$ cat src/lcs_pkg.sv
// constants and types shared by the launch cutoff sequencer
package lcs_pkg;
    // register byte offsets
    localparam logic [7:0] REG_CTRL    = 8'h00;
    localparam logic [7:0] REG_STATUS  = 8'h04;
    localparam logic [7:0] REG_CAUSE   = 8'h08;
    localparam logic [7:0] REG_TIME    = 8'h0C;
    localparam logic [7:0] REG_RECYCLE = 8'h10;
    // control register bits
    localparam int CTRL_ARM    = 0;
    localparam int CTRL_DISARM = 1;
    // countdown time, in milliseconds relative to T-0
    localparam int TICK_MS     = 10;
    localparam int T_START_MS  = -187000;
    localparam int T_END_MS    = 6000;
    localparam int T_RCVR_MS   = -17000;
    localparam int T_LATE_MS   = -8900;
    localparam int T_WEND_MS   = -50;
    localparam logic signed [15:0] T_START = 16'(T_START_MS / TICK_MS);
    localparam logic signed [15:0] T_END   = 16'(T_END_MS / TICK_MS);
    localparam logic signed [15:0] T_RCVR  = 16'(T_RCVR_MS / TICK_MS);
    localparam logic signed [15:0] T_LATE  = 16'(T_LATE_MS / TICK_MS);
    localparam logic signed [15:0] T_WEND  = 16'(T_WEND_MS / TICK_MS);
    localparam logic signed [15:0] TIME_RST = 16'h0000;
    // recycle targets, seconds before T-0
    localparam logic [31:0] RECYCLE_SHORT_S = 32'h0000_0528;
    localparam logic [31:0] RECYCLE_LONG_S  = 32'h0001_89C0;
    // engine stagger
    localparam int CLK_HZ      = 20_000_000;
    localparam int STAGGER_MS  = 100;
    localparam int STAGGER_CYC = STAGGER_MS * (CLK_HZ / 1000);
    // engine groups, bit n is engine n+1
    localparam logic [4:0] ORDER_NORMAL = 5'h15;
    localparam logic [4:0] ORDER_PREF   = 5'h1A;
    localparam logic [4:0] ENG_ALL      = 5'h1F;
    localparam logic [4:0] ENG_NONE     = 5'h00;
    // cutoff cause bits
    localparam int CZ_MANUAL = 0;
    localparam int CZ_LOGIC  = 1;
    localparam int CZ_MFV    = 2;
    localparam int CZ_PSU    = 3;
    localparam int CZ_VOLT   = 4;
    localparam int CZ_EDS    = 5;
    localparam int CZ_IU     = 6;
    localparam int CZ_W      = 7;
    typedef enum logic [3:0] {
        ST_IDLE = 4'h1,
        ST_RUN  = 4'h2,
        ST_CUT  = 4'h4,
        ST_DONE = 4'h8
    } lcs_state_t;
endpackage : lcs_pkg

$ cat src/lcs_sequencer.sv
// terminal sequencer with cutoff interlocks and staged engine shutdown
// Operation
// (RULE1) start on T-187 pulse if armed, ready, enabled
// (RULE2) readiness is AND of all monitored items
// (RULE3) run automatically from T-187 s to T+6 s
// (RULE4) no hold once running, only cutoff stops
// (RULE5) manual cutoff honoured until umbilical separation
// (RULE6) six instant interlocks ORed into cutoff; the code ORs seven cause bits
// (RULE7) logic cutoff: stop solenoid or destruct fault
// (RULE8) receiver check only from T-17 s to T-50 ms
// (RULE9) valve fault: both open early, or mismatched
// (RULE10) valve fault stops three, then two 100 ms later
// (RULE11) fault on engine 2 or 4: 2,4,5 first
// (RULE12) fault on engine 1,3,5: 1,3,5 first
// (RULE13) other causes use normal order
// (RULE14) no hold accepted after T-187 s
// (RULE15) interrupt before T-8.9 s: recycle to T-22 min
// (RULE16) interrupt after T-8.9 s: recycle to T-28 h
// (RULE17) operator keeps holds within 5.00 hours
// (RULE18) emergency detection interlock, T-8.9 s to T-50 ms
// (RULE19) instrument unit ready loss, T-8.9 s to T-50 ms
// (RULE20) cutoff on sequencer supply out of tolerance
// (RULE21) cutoff on first stage bus voltage fault
// (RULE22) signed countdown counter drives windows and recycle
// (RULE23) cutoff latches until re-armed
module lcs_sequencer
    import lcs_pkg::*;
#(
    parameter int PREP_N         = 12,
    parameter int STAGGER_CYCLES = STAGGER_CYC
) (
    input  wire logic              sys_clk,
    input  wire logic              rst_n,
    input  wire logic [7:0]        paddr,
    input  wire logic              psel,
    input  wire logic              penable,
    input  wire logic              pwrite,
    input  wire logic [31:0]       pwdata,
    output logic [31:0]            prdata,
    output logic                   pready,
    output logic                   pslverr,
    input  wire logic              count_tick,
    input  wire logic              t187_pulse,
    input  wire logic [PREP_N-1:0] prep_ok,
    input  wire logic              fire_enable,
    input  wire logic              manual_cutoff,
    input  wire logic              umbilical_sep,
    input  wire logic              hold_req,
    input  wire logic              stop_solenoid,
    input  wire logic [1:0]        destruct_fault,
    input  wire logic              rcvr_fault,
    input  wire logic              hypergol_ruptured,
    input  wire logic [9:0]        mfv_open,
    input  wire logic              psu_out_of_tol,
    input  wire logic              main_bus_bad,
    input  wire logic              instr_bus_bad,
    input  wire logic [2:0]        sc_cutoff_cmd,
    input  wire logic [2:0]        emergency_detection_bus_ok,
    input  wire logic              instrument_unit_ready,
    output logic                   cutoff,
    output logic [4:0]             eng_stop,
    output logic                   running,
    output logic                   recycle_long,
    output logic                   hold_granted
);
    localparam int IN_W = 31 + PREP_N;
    localparam int SW   = $clog2(STAGGER_CYCLES + 1);

    function automatic logic in_win(input logic signed [15:0] t,
                                    input logic signed [15:0] lo,
                                    input logic signed [15:0] hi);
        in_win = (t >= lo) && (t <= hi);
    endfunction : in_win

    // valve pair fault: both open before rupture, or one open alone
    function automatic logic mfv_bad(input logic [1:0] v,
                                     input logic hyp);
        mfv_bad = ((&v) && !hyp) || (^v);
    endfunction : mfv_bad

    logic [IN_W-1:0] sync1_q;
    logic [IN_W-1:0] sync2_q;
    logic [PREP_N-1:0] s_prep;
    logic s_tick, s_t187, s_fire, s_man, s_umb, s_hold, s_stop;
    logic [1:0] s_destr;
    logic s_rcvr, s_hyp, s_psu, s_mbus, s_ibus, s_iu;
    logic [2:0] s_sc, s_eds;
    logic [9:0] s_mfv;
    logic tick_prev_q, t187_prev_q;
    logic tick_edge, t187_edge;

    always_ff @(posedge sys_clk) begin
        if (!rst_n) begin
            sync1_q <= '0;
            sync2_q <= '0;
        end else begin
            sync1_q <= {count_tick, t187_pulse, fire_enable, manual_cutoff,
                        umbilical_sep, hold_req, stop_solenoid,
                        destruct_fault, rcvr_fault, hypergol_ruptured,
                        psu_out_of_tol, main_bus_bad, instr_bus_bad,
                        instrument_unit_ready, sc_cutoff_cmd,
                        emergency_detection_bus_ok, mfv_open, prep_ok};
            sync2_q <= sync1_q;
        end
    end

    assign {s_tick, s_t187, s_fire, s_man, s_umb, s_hold, s_stop, s_destr,
            s_rcvr, s_hyp, s_psu, s_mbus, s_ibus, s_iu, s_sc, s_eds,
            s_mfv, s_prep} = sync2_q;

    always_ff @(posedge sys_clk) begin
        if (!rst_n) begin
            tick_prev_q <= 1'b0;
            t187_prev_q <= 1'b0;
        end else begin
            tick_prev_q <= s_tick;
            t187_prev_q <= s_t187;
        end
    end
    assign tick_edge = s_tick && !tick_prev_q;
    assign t187_edge = s_t187 && !t187_prev_q;

    lcs_state_t        state_q;
    logic              armed_q;
    logic signed [15:0] time_q;
    logic [CZ_W-1:0]   cause_q;
    logic              pref_q;
    logic [SW-1:0]     stag_q;
    logic              prep_all, start_ok, mfv_pref, wr_ctrl;
    logic [4:0]        mfv_eng;
    logic [CZ_W-1:0]   cz_d;

    // (RULE2) readiness summation
    assign prep_all = &s_prep;
    // (RULE1) start gate
    assign start_ok = armed_q && prep_all && s_fire && t187_edge;

    // (RULE9) per engine valve check
    always_comb begin
        for (int e = 0; e < 5; e++) begin
            mfv_eng[e] = mfv_bad(s_mfv[2*e +: 2], s_hyp);
        end
    end
    // (RULE11) engines 2 and 4 pick preferred order
    assign mfv_pref = mfv_eng[1] || mfv_eng[3];

    // (RULE6) instant interlocks; receiver, emergency detection and unit ready gated by their windows
    always_comb begin
        cz_d = '0;
        if (state_q == ST_RUN) begin
            // (RULE5) manual until separation
            cz_d[CZ_MANUAL] = s_man && !s_umb;
            // (RULE7) logic cutoff with (RULE8) receiver window
            cz_d[CZ_LOGIC]  = s_stop || (|s_destr)
                              || (s_rcvr && in_win(time_q, T_RCVR, T_WEND));
            cz_d[CZ_MFV]    = |mfv_eng;
            // (RULE20) supply tolerance
            cz_d[CZ_PSU]    = s_psu;
            // (RULE21) bus voltage
            cz_d[CZ_VOLT]   = s_mbus || s_ibus;
            // (RULE18) emergency detection window
            cz_d[CZ_EDS]    = in_win(time_q, T_LATE, T_WEND)
                              && ((|s_sc) || !(&s_eds));
            // (RULE19) instrument unit window
            cz_d[CZ_IU]     = in_win(time_q, T_LATE, T_WEND) && !s_iu;
        end
    end

    // a write lands at the edge where the master sees pready high
    assign wr_ctrl = psel && penable && pwrite && pready
                     && (paddr == REG_CTRL);

    // (RULE4) only cutoff or the T+6 s end leaves the run state
    always_ff @(posedge sys_clk) begin
        if (!rst_n) begin
            state_q <= ST_IDLE;
        end else begin
            unique case (state_q)
                ST_IDLE: begin
                    if (start_ok) state_q <= ST_RUN;
                end
                ST_RUN: begin
                    if (|cz_d) begin
                        state_q <= ST_CUT;
                    // (RULE3) automatic control ends at T+6 s
                    end else if (tick_edge && time_q == T_END - 16'sd1) begin
                        state_q <= ST_DONE;
                    end
                end
                // (RULE23) latched until re-armed
                ST_CUT, ST_DONE: begin
                    if (wr_ctrl && pwdata[CTRL_ARM]) state_q <= ST_IDLE;
                end
                default: state_q <= ST_IDLE;
            endcase
        end
    end

    always_ff @(posedge sys_clk) begin
        if (!rst_n) begin
            armed_q <= 1'b0;
        end else if (state_q == ST_RUN) begin
            armed_q <= 1'b0;
        end else if (wr_ctrl && pwdata[CTRL_ARM]) begin
            armed_q <= 1'b1;
        end else if (wr_ctrl && pwdata[CTRL_DISARM]) begin
            armed_q <= 1'b0;
        end
    end

    // (RULE22) signed countdown time in ticks
    always_ff @(posedge sys_clk) begin
        if (!rst_n) begin
            time_q <= TIME_RST;
        end else if (state_q == ST_IDLE && start_ok) begin
            time_q <= T_START;
        end else if (state_q == ST_RUN && tick_edge) begin
            time_q <= time_q + 16'sd1;
        end
    end

    // cause and order captured at the cutoff instant
    always_ff @(posedge sys_clk) begin
        if (!rst_n) begin
            cause_q <= '0;
            pref_q  <= 1'b0;
        end else if (state_q == ST_RUN && (|cz_d)) begin
            cause_q <= cz_d;
            // (RULE13) non valve causes keep normal order
            pref_q  <= cz_d[CZ_MFV] && mfv_pref;
        end else if (state_q != ST_CUT && start_ok) begin
            cause_q <= '0;
            pref_q  <= 1'b0;
        end
    end

    always_ff @(posedge sys_clk) begin
        if (!rst_n) begin
            stag_q <= '0;
        end else if (state_q != ST_CUT) begin
            stag_q <= '0;
        end else if (stag_q != SW'(STAGGER_CYCLES - 1)) begin
            stag_q <= stag_q + SW'(1);
        end
    end

    // (RULE10) three engines at cutoff, the rest after the stagger
    always_ff @(posedge sys_clk) begin
        if (!rst_n) begin
            eng_stop <= ENG_NONE;
        end else if (state_q == ST_RUN && (|cz_d)) begin
            // (RULE12) normal or preferred first group
            eng_stop <= (cz_d[CZ_MFV] && mfv_pref) ? ORDER_PREF
                                                    : ORDER_NORMAL;
        end else if (state_q == ST_CUT
                     && stag_q == SW'(STAGGER_CYCLES - 1)) begin
            eng_stop <= ENG_ALL;
        end else if (state_q != ST_CUT) begin
            eng_stop <= ENG_NONE;
        end
    end

    always_ff @(posedge sys_clk) begin
        if (!rst_n) begin
            cutoff       <= 1'b0;
            running      <= 1'b0;
            recycle_long <= 1'b0;
        end else begin
            cutoff  <= (state_q == ST_RUN && (|cz_d))
                       || (state_q == ST_CUT
                           && !(wr_ctrl && pwdata[CTRL_ARM]));
            running <= (state_q == ST_IDLE && start_ok)
                       || (state_q == ST_RUN && !(|cz_d)
                           && !(tick_edge && time_q == T_END - 16'sd1));
            // (RULE16) late interruption needs long recycle
            if (state_q == ST_RUN && (|cz_d)) begin
                recycle_long <= (time_q >= T_LATE);
            end
        end
    end

    // (RULE14) holds only before the automatic sequence
    always_ff @(posedge sys_clk) begin
        if (!rst_n) begin
            hold_granted <= 1'b0;
        end else begin
            hold_granted <= s_hold && (state_q == ST_IDLE);
        end
    end

    // apb slave, one wait state
    always_ff @(posedge sys_clk) begin
        if (!rst_n) begin
            pready  <= 1'b0;
            pslverr <= 1'b0;
            prdata  <= '0;
        end else if (psel && penable && !pready) begin
            pready  <= 1'b1;
            pslverr <= 1'b0;
            prdata  <= '0;
            unique case (paddr)
                REG_CTRL:   prdata <= {31'h0, armed_q};
                REG_STATUS: prdata <= {24'h0, recycle_long, cutoff,
                                       prep_all, state_q, armed_q};
                REG_CAUSE:  prdata <= {24'h0, pref_q, cause_q};
                REG_TIME:   prdata <= 32'(time_q);
                // (RULE15) recycle target from interruption time
                REG_RECYCLE: prdata <= recycle_long ? RECYCLE_LONG_S
                                                    : RECYCLE_SHORT_S;
                default:    pslverr <= 1'b1;
            endcase
        end else begin
            pready  <= 1'b0;
            pslverr <= 1'b0;
        end
    end
endmodule : lcs_sequencer

$ cat config.mk
export PLATFORM = sky130hd
export DESIGN_NAME = lcs_sequencer
export DESIGN_NICKNAME = d
export VERILOG_FILES = /design/src/lcs_pkg.sv /design/src/lcs_sequencer.sv
export SDC_FILE = /design/constraint.sdc
export NUM_CORES = 1
export LEC_CHECK = 0
export BUFFER_PORTS_ARGS = -buffer_cell sky130_fd_sc_hd__buf_4
export CORE_UTILIZATION = 40
export DETAILED_ROUTE_END_ITERATION = 8
export PLACE_DENSITY = 0.7
export SLEW_MARGIN = 15
export SYNTH_ARGS = -nofsm -noshare
export SYNTH_HDL_FRONTEND = slang
export SYNTH_SLANG_ARGS = --single-unit
$ cat constraint.sdc
create_clock -name sys_clk -period 4.2 [get_ports sys_clk]
set_input_delay 0.84 -clock sys_clk [delete_from_list [all_inputs] [get_ports sys_clk]]
set_output_delay 0.84 -clock sys_clk [all_outputs]
set_load 0.05 [all_outputs]
==> results.sh, run 1 <==
export IMPL_clkLatencyLatePin_ns=0.43
export IMPL_htree_levels=4
export IMPL_postCtsSetupBuffers=0
export IMPL_wl_met1_mm=6.084
export IMPL_synth_commonest_cells="dfxtp_1 (164), and2_1 (92), nor2_1 (56)"
export IMPL_start_util_pct=41.35
export IMPL_yosys_area_top_type="dfxtp_1"
export IMPL_cts_sinks=164
export IMPL_required_ns=4.47
export IMPL_fin_ws_ns=1.697
export IMPL_synthesis_nets=757
export IMPL_io_pins=131
export IMPL_row_count=45
export IMPL_min_period_ns=2.503
export IMPL_nNetsFinal=824
export IMPL_cts_buffer_depth=2
export IMPL_outcome="completed"
export IMPL_clkTransAtPathRegs_ns=0.06
export IMPL_ir_worst_vdd_mv=0.3017
export IMPL_highest_layer="met4"
export IMPL_worst_setup_path_type="reg -> reg"
export IMPL_min_delay_path_class="reg -> reg"
export IMPL_syn2layout_area_growth_pct=22.43
export IMPL_postCtsHoldBufs=0
export IMPL_num_vias=4810
export IMPL_core_area_mm2=0.01531
export IMPL_synth_edf_count=0
export IMPL_dieHeight_um=127.8
export IMPL_ctsRootBufferMaster="clkbuf_16"
export IMPL_cts_tree="done"
export IMPL_cts_repair_resized=0
export IMPL_dp_slack_ns=1.717
export IMPL_power_density_mw_per_mm2=450.6
export IMPL_grt_setup_unrepaired="no"
export IMPL_overflow=0
export IMPL_internal_power_uw=2788
export IMPL_n_fill_cell=1450
export IMPL_ff_latch_area_mm2=0.003283
export IMPL_dpl_cell_area_mm2=0.007076
export IMPL_grt_usage_pct=17.03
export IMPL_grt_pass1_vias=4448
export IMPL_antennaDiodeCount=0
export IMPL_die_area_mm2=0.01634
export IMPL_combPwrFrac_pct=3.7
export IMPL_syn_area_per_cell_um2=9.580
export IMPL_cp_end_kind="flip-flop"
export IMPL_grt_max_degree=67
export IMPL_async_flop_share_pct=0
export IMPL_hold_violations=0
export IMPL_pwr_share_seq_pct=46.0
export IMPL_max_slew_worst_pin_slew_ns=0.8103
export IMPL_dr_wl_met2_mm=6.256
export IMPL_p_leak_uw=0.003045
export IMPL_crit_arrival_ns=2.77
export IMPL_switching_power_uw=704.9
export IMPL_wirelength_mm=13.18
export IMPL_clock_skew_ns=0.006403
export IMPL_drc=0
export IMPL_ys_seq_area_share_pct=51.85
export IMPL_portBuffers=100
export IMPL_start_kind="flip-flop"
export IMPL_multi_input_comb_area_mm2=0.002725
export IMPL_synth_cell_types=60
export IMPL_syn_area_mm2=0.006332
export IMPL_synth_top_area_share_pct=51.85
export IMPL_maxCapViolations=0
export IMPL_tns_ns=0
export IMPL_place_congestion=0.8386
export IMPL_firstDrtPassIters=4
export IMPL_drive_gt1_share_pct=19.57
export IMPL_via_per_inst=5.053
export IMPL_cts_buffers_inserted=17
export IMPL_hpwlAfterDp_mm=9.378
export IMPL_yosys_top_cells_area="dfxtp_1 (52%), and2_1 (9.1%), nor2_1 (3.3%)"
export IMPL_fmax_ghz=0.3995
export IMPL_wl_per_cell_um=13.84
export IMPL_synth_most_common_cell="dfxtp_1"
export IMPL_wl_met3_um=631
export IMPL_fin_area_mm2=0.007752
export IMPL_fp_dieW_um=127.8
export IMPL_period_share_pct=59.60
export IMPL_drt_iter0_drc=232
export IMPL_ys_flop_type="dfxtp_1"
export IMPL_antenna_found_initial=0
export IMPL_slew_violations=0
export IMPL_clkPwrFrac_pct=50.3
export IMPL_ys_seq_elements=164
export IMPL_setup_viol=0
export IMPL_drt_antenna_violating_nets=0
export IMPL_swShare_pct=20.18
export IMPL_maxSlewHeadroom_pct=45.22
export IMPL_grt_pass1_wl_mm=21.59
export IMPL_yosys_warnings=0
export IMPL_netlist_instances=661
export IMPL_crit_fanout=15
==> worst max-delay path, cell delays in order (launching register included) <==
cell	delay, ns
dfxtp_1	0.47
nor4b_2	0.63
nand4b_1	0.37
o22ai_2	0.64
o32ai_1	0.23
==> path summary, 6_finish.rpt <==
path,startpoint,endpoint,slack [ns],cells past startpoint
worst max-delay path,state_q[1],running,1.70,4
worst min-delay path,sync1_q[10],sync2_q[10],0.43,1
worst max register to register,state_q[1],running,1.70,4
worst min register to register,sync1_q[10],sync2_q[10],0.43,1
==> per-stage QoR <==
stage | std cells | hold WS [ns] | utilization [%] | power (uW)
after floorplan | 661 | 0.4119 | - | 1709
after global placement | 920 | 0.4139 | 46.20 | 1769
after detailed placement | 920 | 0.4169 | 46.20 | 1772
after CTS | 952 | 0.4314 | 50.62 | 3528
after global routing | 952 | 0.4420 | 50.62 | 3618
final | 952 | 0.4307 | 50.62 | 3493
==> layer usage <==
layer / track usage, % / up-vias
li1: - / 2398
met1: 20.88 / 2260
met2: 28.23 / 133
met3: 4.841 / 19
met4: 6.644 / 0
met5: 0 / -
==> flip-flops by register name, summed over array words and instances, names as in the netlist <==
signal        cells
stag_q           21
tick_prev_q       1
cause_q           7
sync2_q          43
running           1
eng_stop          3
armed_q           1
pref_q            1
hold_granted      1
state_q           4
time_q           16
cutoff            1
t187_prev_q       1
sync1_q          43
prdata           17
recycle_long      1
pslverr           1
pready            1
==> power by group through the flow <==
| stage | Clock (uW) | Sequential [uW] | Combinational [uW] |
|---|---|---|---|
| after CTS | 1790 | 1610 | 132 |
| after global placement | 0 | 1640 | 129 |
| after global routing | 1860 | 1610 | 146 |
| after detailed placement | 0 | 1640 | 132 |
| final | 1760 | 1610 | 130 |
| after floorplan | 0 | 1640 | 66.0 |
==> cell type report <==
| cell class | instances | share of cell area (%) |
|---|---|---|
| sequential | 164 | 42.35 |
| multi-input combinational | 433 | 35.15 |
| timing repair buffer | 102 | 9.877 |
| clock buffer | 18 | 5.536 |
| tap | 211 | 3.405 |
| clock inverter | 14 | 3.196 |
| inverter | 10 | 0.4842 |
==> cell usage in the layout, fill, tap and decap left out, types with 3 or more instances in the layout <==
cell type	netlist	final
dfxtp_1	164	164
buf_4	17	102
and2_1	92	92
nor2_1	56	56
nand2_1	42	42
xor2_1	24	24
a21oi_1	22	22
nor3_1	20	20
nand3_1	17	17
clkbuf_16	0	17
nand4_1	15	15
o21ai_0	11	11
inv_1	9	9
xnor2_1	9	9
and3_1	9	9
a22oi_1	9	9
o2111ai_1	8	8
ha_1	8	8
nor4_1	7	7
mux2i_1	6	6
bufinv_16	0	6
nand2b_1	5	5
o22ai_1	5	5
o21a_1	5	5
a31oi_1	5	5
nor2b_1	5	5
nor4b_1	4	4
a221oi_1	4	4
inv_6	0	4
nand4b_1	3	3
a211oi_1	3	3
o32ai_1	3	3
==> cell families (layout without fill, tap and decap cells) <==
family                     count (synthesis)  count (layout)  share of synthesized area, %
and+or+nand+nor                          294             294                         25.86
xor gates and xnor gates                  33              33                         4.564
AOI/OAI and AO/OA                         91              91                         9.900
muxes                                      7               7                         1.126
adders and majority gates                  8               8                         1.581
buffers and inverters                     64             144                         5.117
DFF                                      164             164                         51.85
Note: power is estimated with default switching activity, not from simulation.
==> inputs of run 2 (changes only) <==
--- a/config.mk
+++ b/config.mk
@@ -5,10 +5,11 @@
 export SDC_FILE = /design/constraint.sdc
 export NUM_CORES = 1
 export LEC_CHECK = 0
+export ABC_AREA = 1
 export BUFFER_PORTS_ARGS = -buffer_cell sky130_fd_sc_hd__buf_4
 export CORE_UTILIZATION = 40
 export DETAILED_ROUTE_END_ITERATION = 8
-export PLACE_DENSITY = 0.7
+export PLACE_DENSITY = 0.72
 export SLEW_MARGIN = 15
 export SYNTH_ARGS = -nofsm -noshare
 export SYNTH_HDL_FRONTEND = slang
==> constraint.sdc (replaced) <==
create_clock -name sys_clk -period 2.1 [get_ports sys_clk]
set_input_delay 0.42 -clock sys_clk [delete_from_list [all_inputs] [get_ports sys_clk]]
set_output_delay 0.42 -clock sys_clk [all_outputs]
set_load 0.05 [all_outputs]
==> run 2 against run 1 <==
  * Cell count grew 29%
  * Register-to-register slack worse by 1.5 ns
  * Combinational power increased to 3.2 times the previous value
  * Worst hold slack got worse by 0.26 ns
  * Highest routed layer unchanged
==> results.sh, run 2 <==
export IMPL_portBuffers=100
export IMPL_wirelength_mm=13.66
export IMPL_p_leak_uw=0.003984
export IMPL_tns_ns=0
export IMPL_mostFrequentLayoutCell="nand2_1"
export IMPL_overflow=0
export IMPL_required_ns=2.41
export IMPL_power_density_mw_per_mm2=804.8
export IMPL_yosys_area_top_type="dfxtp_1"
export IMPL_fin_cells=1228
export IMPL_cts_tree="done"
export IMPL_synth_top_area_share_pct=49.17
export IMPL_firstDrtPassIters=4
export IMPL_ff2ff_path_depth=11
export IMPL_combPwrFrac_pct=6.3
export IMPL_drc=0
export IMPL_n_fill_cell=1611
export IMPL_synth_commonest_cells="nand2_1 (230), inv_1 (176), dfxtp_1 (164)"
export IMPL_drt_antenna_violating_nets=0
export IMPL_fp_dieW_um=131.2
export IMPL_hold_violations=0
export IMPL_crit_fanout=12
export IMPL_row_count=46
export IMPL_clkTransAtPathRegs_ns=0.06
export IMPL_largest_registers="sync1_q (43), sync2_q (43), stag_q (21)"
export IMPL_maxSlewHeadroom_pct=58.35
export IMPL_switching_power_uw=1542
export IMPL_cts_sinks=164
export IMPL_swShare_pct=23.49
export IMPL_crit_arrival_ns=2.21
export IMPL_place_congestion=0.8569
export IMPL_grt_max_degree=73
export IMPL_synth_xor_area_share_pct=0.3935
export IMPL_synthesis_nets=1000
export IMPL_htree_levels=4
export IMPL_internal_power_uw=5022
export IMPL_yosys_warnings=0
export IMPL_antenna_found_initial=0
export IMPL_fin_ws_ns=0.2038
export IMPL_clock_skew_ns=0.005566
export IMPL_start_kind="flip-flop"
export IMPL_synth_area_mux_share_pct=0
export IMPL_synth_compound_area_share_pct=8.226
export IMPL_cts_buffer_depth=2
export IMPL_dieHeight_um=131.2
export IMPL_hold_depth=3
export IMPL_ys_seq_area_share_pct=49.17
export IMPL_min_to="sync1_q[8]"
export IMPL_syn_area_per_cell_um2=7.387
export IMPL_cp_end_kind="flip-flop"
export IMPL_via_per_inst=4.562
export IMPL_final_cell_mix="nand2_1 (230), inv_1 (176), dfxtp_1 (164)"
export IMPL_pwr_share_seq_pct=49.4
export IMPL_setup_viol=0
export IMPL_wl_per_cell_um=11.12
export IMPL_ys_flop_type="dfxtp_1"
export IMPL_yosys_area_share_simple_pct=26.85
export IMPL_synth_most_common_cell="nand2_1"
export IMPL_dp_slack_ns=0.1387
export IMPL_r2r_start="state_q[3]"
export IMPL_hold_ws_ns=0.1723
export IMPL_syn_area_mm2=0.006678
export IMPL_hold_start="prep_ok[8]"
export IMPL_ff_latch_area_mm2=0.003283
export IMPL_grt_pass1_vias=5154
export IMPL_fin_area_mm2=0.008157
export IMPL_ctsRootBufferMaster="clkbuf_16"
export IMPL_yosys_top_cells_area="dfxtp_1 (49%), nand2_1 (13%), inv_1 (9.9%)"
export IMPL_clkLatencyLatePin_ns=0.42
export IMPL_synth_edf_count=0
export IMPL_netlist_instances=904
export IMPL_reg2reg_to="cause_q[6]"
export IMPL_slew_violations=0
export IMPL_min_period_ns=1.896
export IMPL_outcome="completed"
export IMPL_hpwlAfterDp_mm=9.929
export IMPL_nNetsFinal=1095
export IMPL_fmax_ghz=0.5274
export IMPL_min_delay_path_class="in -> reg"
export IMPL_grt_pass1_wl_mm=23.41
export IMPL_synth_cell_types=36
export IMPL_drt_iter0_drc=331
export IMPL_clkPwrFrac_pct=44.3
export IMPL_start_util_pct=41.44
export IMPL_maxCapViolations=0
export IMPL_grt_setup_unrepaired="no"
export IMPL_dpl_cell_area_mm2=0.007595
export IMPL_placedCellCount=1196
export IMPL_grt_usage_pct=16.76
export IMPL_worst_setup_path_type="reg -> reg"
export IMPL_cts_buffers_inserted=17
export IMPL_ys_seq_elements=164
export IMPL_async_flop_share_pct=0
export IMPL_die_area_mm2=0.01721
export IMPL_period_share_pct=90.29
export IMPL_num_vias=5602
export IMPL_multi_input_comb_area_mm2=0.002471
export IMPL_io_pins=131
export IMPL_max_slew_worst_pin_slew_ns=0.6248
export IMPL_antennaDiodeCount=0
export IMPL_syn2layout_area_growth_pct=22.15
export IMPL_postCtsHoldBufs=0
export IMPL_core_area_mm2=0.01612
export IMPL_synth_adder_area_share_pct=1.499
export IMPL_ir_worst_vdd_mv=0.5898
export IMPL_synth_top_family_by_area="simple AND/OR/NAND/NOR gates"
export IMPL_timing_reg2reg_setup_slack_ns=0.20
export IMPL_drive_gt1_share_pct=17.79
run 2: changes by cell type after synthesis, sizes merged, moves of 11 or more:
cell / before / now
a21oi: 22 / 54
and2: 92 / 0
clkbuf: 31 / 20
inv: 10 / 183
nand2: 42 / 237
nand3: 17 / 48
o21ai: 11 / 32
xor2: 24 / 3
run 2: what timing repair did:
item	in CTS	in global routing
buffers inserted	0	0
setup endpoints to repair	0	6
gates resized for setup	0	2
run 2: logic make-up (layout without fill, tap and decap cells):
kind of cell	count (synthesis)	in the layout
buffers and inverters	226	334
XOR/XNOR	3	3
adder cells (fa/ha/maj)	8	8
AO/OA/AOI/OAI	101	101
AND/OR/NAND/NOR	402	402
flip-flops	164	164
run 2: area by class of cell:
cell class                 instances  share of cell area [%]
timing repair buffer             117                   10.77
clock inverter                    14                   1.565
clock buffer                      18                   5.262
sequential                       164                   40.25
tap                              216                   3.313
multi-input combinational        514                   30.30
inverter                         185                   8.544
run 2: worst max path at each step:
stage | from | slack, ns | to
CTS | sync2_q[12] | 0.13 | cause_q[0]
finish | state_q[3] | 0.20 | cause_q[6]
global placement | sync2_q[12] | 0.18 | cause_q[6]
detailed placement | sync2_q[12] | 0.14 | cause_q[0]
floorplan | sync2_q[12] | 0.41 | eng_stop[2]
global route | sync2_q[12] | 0.02 | cause_q[0]
run 2: worst max-delay path: stages (launching register included):
cell and delay [ns]:
dfxtp_1 0.32, inv_2 0.09, nand2_2 0.09, nor3_4 0.23, buf_4 0.21, nand3_1 0.10, nor3_2 0.24, nor2_4 0.09
nand2_2 0.12, inv_4 0.08, a21boi_0 0.15, nor2_1 0.06
run 2: stage by stage:
step	total power, uW	utilization (%)
2_1_floorplan	3550	-
3_3_place_gp	3717	47.13
3_5_place_dp	3727	47.13
4_1_cts	6621	50.58
5_1_grt	6834	50.61
6_report	6564	50.61
run 2: power by group through the flow:
stage	Clock, uW	Sequential, uW	Combinational [uW]
detailed placement	0	3310	412
finish	2910	3250	413
global placement	0	3310	405
CTS	2960	3240	414
global route	3110	3250	475
floorplan	0	3320	233
run 2: metal layers:
layer | wire, um | vias to the layer above | track usage, % | part of all wire (%)
met5 | 0 | - | 0 | 0
met4 | 231 | 0 | 7.320 | 1.7
met3 | 683 | 20 | 4.321 | 5.0
met2 | 6060 | 137 | 26.00 | 44
met1 | 6684 | 2461 | 21.88 | 49
li1 | - | 2984 | - | -
==> inputs of run 3 (changes only) <==
--- a/config.mk
+++ b/config.mk
@@ -6,10 +6,10 @@
 export NUM_CORES = 1
 export LEC_CHECK = 0
 export ABC_AREA = 1
-export BUFFER_PORTS_ARGS = -buffer_cell sky130_fd_sc_hd__buf_4
 export CORE_UTILIZATION = 40
 export DETAILED_ROUTE_END_ITERATION = 8
-export PLACE_DENSITY = 0.72
+export DONT_BUFFER_PORTS = 1
+export PLACE_DENSITY = 0.65
 export SLEW_MARGIN = 15
 export SYNTH_ARGS = -nofsm -noshare
 export SYNTH_HDL_FRONTEND = slang
==> run 3 against run 2 <==
  * Via count shrank 6.2%
  * Non-clock buffer count shrank 95
  * Largest power group unchanged
  * Highest routed layer unchanged
  * Worst setup slack better by 0.035 ns
  * Global-route usage fell by 0.35 points
  * Die area did not move
  * Wire length down 2.6%
  * Critical path type unchanged
  * Core utilization is 4.1 points lower
  * Critical endpoint is now time_q[14]
  * Clock skew rose by 0.0041 ns
==> results.sh, run 3 (synthesis gave the netlist of run 2 again) <==
export IMPL_pwr_share_seq_pct=49.3
export IMPL_p_total_uw=6588
export IMPL_ff2ff_path_depth=7
export IMPL_htree_levels=4
export IMPL_fmax_ghz=0.5372
export IMPL_slew_violations=0
export IMPL_grt_pass1_wl_mm=22.57
export IMPL_tns_ns=0
export IMPL_min_to="sync1_q[23]"
export IMPL_clkTransAtPathRegs_ns=0.07
export IMPL_max_slew_worst_pin_slew_ns=0.6795
export IMPL_dieHeight_um=131.2
export IMPL_row_count=46
export IMPL_cts_buffer_depth=2
export IMPL_start_util_pct=41.44
export IMPL_largest_registers="sync1_q (43), sync2_q (43), stag_q (21)"
export IMPL_hold_depth=2
export IMPL_core_area_mm2=0.01612
export IMPL_wl_per_cell_um=11.75
export IMPL_maxCapViolations=0
export IMPL_drt_iter0_drc=262
export IMPL_clkLatencyLatePin_ns=0.43
export IMPL_maxSlewHeadroom_pct=55.07
export IMPL_overflow=0
export IMPL_antennaDiodeCount=0
export IMPL_n_fill_cell=1653
export IMPL_combPwrFrac_pct=4.4
export IMPL_nNetsFinal=1000
export IMPL_worst_setup_path_type="reg -> reg"
export IMPL_syn2layout_area_growth_pct=12.29
export IMPL_ctsRootBufferMaster="clkbuf_16"
export IMPL_num_vias=5252
export IMPL_required_ns=2.40
export IMPL_start_kind="flip-flop"
export IMPL_grt_pass1_vias=4741
export IMPL_setup_viol=0
export IMPL_drc=0
export IMPL_cts_buffers_inserted=17
export IMPL_hold_violations=0
export IMPL_grt_usage_pct=16.41
export IMPL_grt_setup_unrepaired="no"
export IMPL_place_congestion=0.8577
export IMPL_via_per_inst=4.635
export IMPL_drive_gt1_share_pct=9.487
export IMPL_final_cell_mix="nand2_1 (230), inv_1 (176), dfxtp_1 (163)"
export IMPL_ir_worst_vdd_mv=0.6143
export IMPL_hpwlAfterDp_mm=9.601
export IMPL_period_share_pct=88.64
export IMPL_r2r_start="sync2_q[4]"
export IMPL_grt_max_degree=107
export IMPL_clock_skew_ns=0.009636
export IMPL_reg2reg_to="time_q[14]"
export IMPL_switching_power_uw=1591
export IMPL_crit_fanout=8
export IMPL_mostFrequentLayoutCell="nand2_1"
export IMPL_fp_dieW_um=131.2
export IMPL_die_area_mm2=0.01721
export IMPL_cts_sinks=164
export IMPL_firstDrtPassIters=5
export IMPL_cp_end_kind="flip-flop"
export IMPL_outcome="completed"
export IMPL_portBuffers=0
export IMPL_cts_tree="done"
export IMPL_wirelength_mm=13.31
export IMPL_postCtsSetupBuffers=0
export IMPL_io_pins=131
export IMPL_internal_power_uw=4997
export IMPL_swShare_pct=24.15
export IMPL_min_delay_path_class="in -> reg"
export IMPL_timing_reg2reg_setup_slack_ns=0.24
export IMPL_p_leak_uw=0.003527
export IMPL_hold_start="emergency_detection_bus_ok[1]"
export IMPL_drt_antenna_violating_nets=0
export IMPL_min_period_ns=1.861
export IMPL_antenna_found_initial=0
export IMPL_clkPwrFrac_pct=46.3
export IMPL_power_density_mw_per_mm2=878.5
export IMPL_crit_arrival_ns=2.16
run 3: through the flow:
stage | util (%) | instances | hold slack [ns] | area, um^2 | setup slack (ns)
floorplan | - | 904 | 0.3905 | 6678 | 0.4064
global placement | 42.85 | 1101 | 0.3935 | 6905 | 0.1508
detailed placement | 42.85 | 1101 | 0.3944 | 6905 | 0.1281
CTS | 46.50 | 1133 | 0.06955 | 7493 | 0.1044
global route | 46.53 | 1133 | 0.06848 | 7498 | 0.02210
finish | 46.53 | 1133 | 0.08738 | 7498 | 0.2387
run 3: power groups by stage:
| stage | combinational, uW | clock [uW] | sequential [uW] |
|---|---|---|---|
| after floorplan | 233 | 0 | 3320 |
| after CTS | 291 | 3120 | 3250 |
| after detailed placement | 289 | 0 | 3320 |
| final | 291 | 3050 | 3250 |
| after global placement | 285 | 0 | 3320 |
| after global routing | 338 | 3270 | 3260 |
run 3: worst max-delay path, cell delays in order, from the launching register on:
cell and delay [ns]:
dfxtp_1 0.32, inv_1 0.05, nor4_1 0.27, nand3_1 0.21, nor2_1 0.24, nand2_1 0.25, nand2_1 0.30, a211oi_1 0.09
run 3: what timing repair did:
item / 4_1_cts / 5_1_grt
endpoints found under the setup margin: 0 / 9
gates resized for setup: 0 / 2
hold buffers: 0 / 0
run 3: area by class of cell:
class                           count  area [um^2]  area share [%]
Sequential cell                   164         3287           43.83
Clock inverter                     15        162.7           2.169
Clock buffer                       17        425.4           5.673
Timing Repair Buffer               22        185.2           2.470
Inverter                          185        696.9           9.294
Tap cell                          216        270.3           3.604
Multi-Input combinational cell    514         2471           32.96
run 3: worst max-delay path by stage:
stage	end	start	slack, ns	depth (start not counted)
after CTS	cause_q[0]	sync2_q[12]	0.10	12
final	time_q[14]	sync2_q[4]	0.24	7
after floorplan	eng_stop[2]	sync2_q[12]	0.41	14
after global routing	cause_q[3]	sync2_q[14]	0.02	12
after global placement	cause_q[6]	sync2_q[12]	0.15	13
after detailed placement	cause_q[0]	sync2_q[12]	0.13	12
run 3: layer usage:
layer	share of wire [%]	up-vias	track usage [%]
met5	0	-	0
met4	1.2	0	6.340
met3	4.9	13	4.090
met2	45	132	25.21
met1	49	2309	22.03
li1	-	2798	-
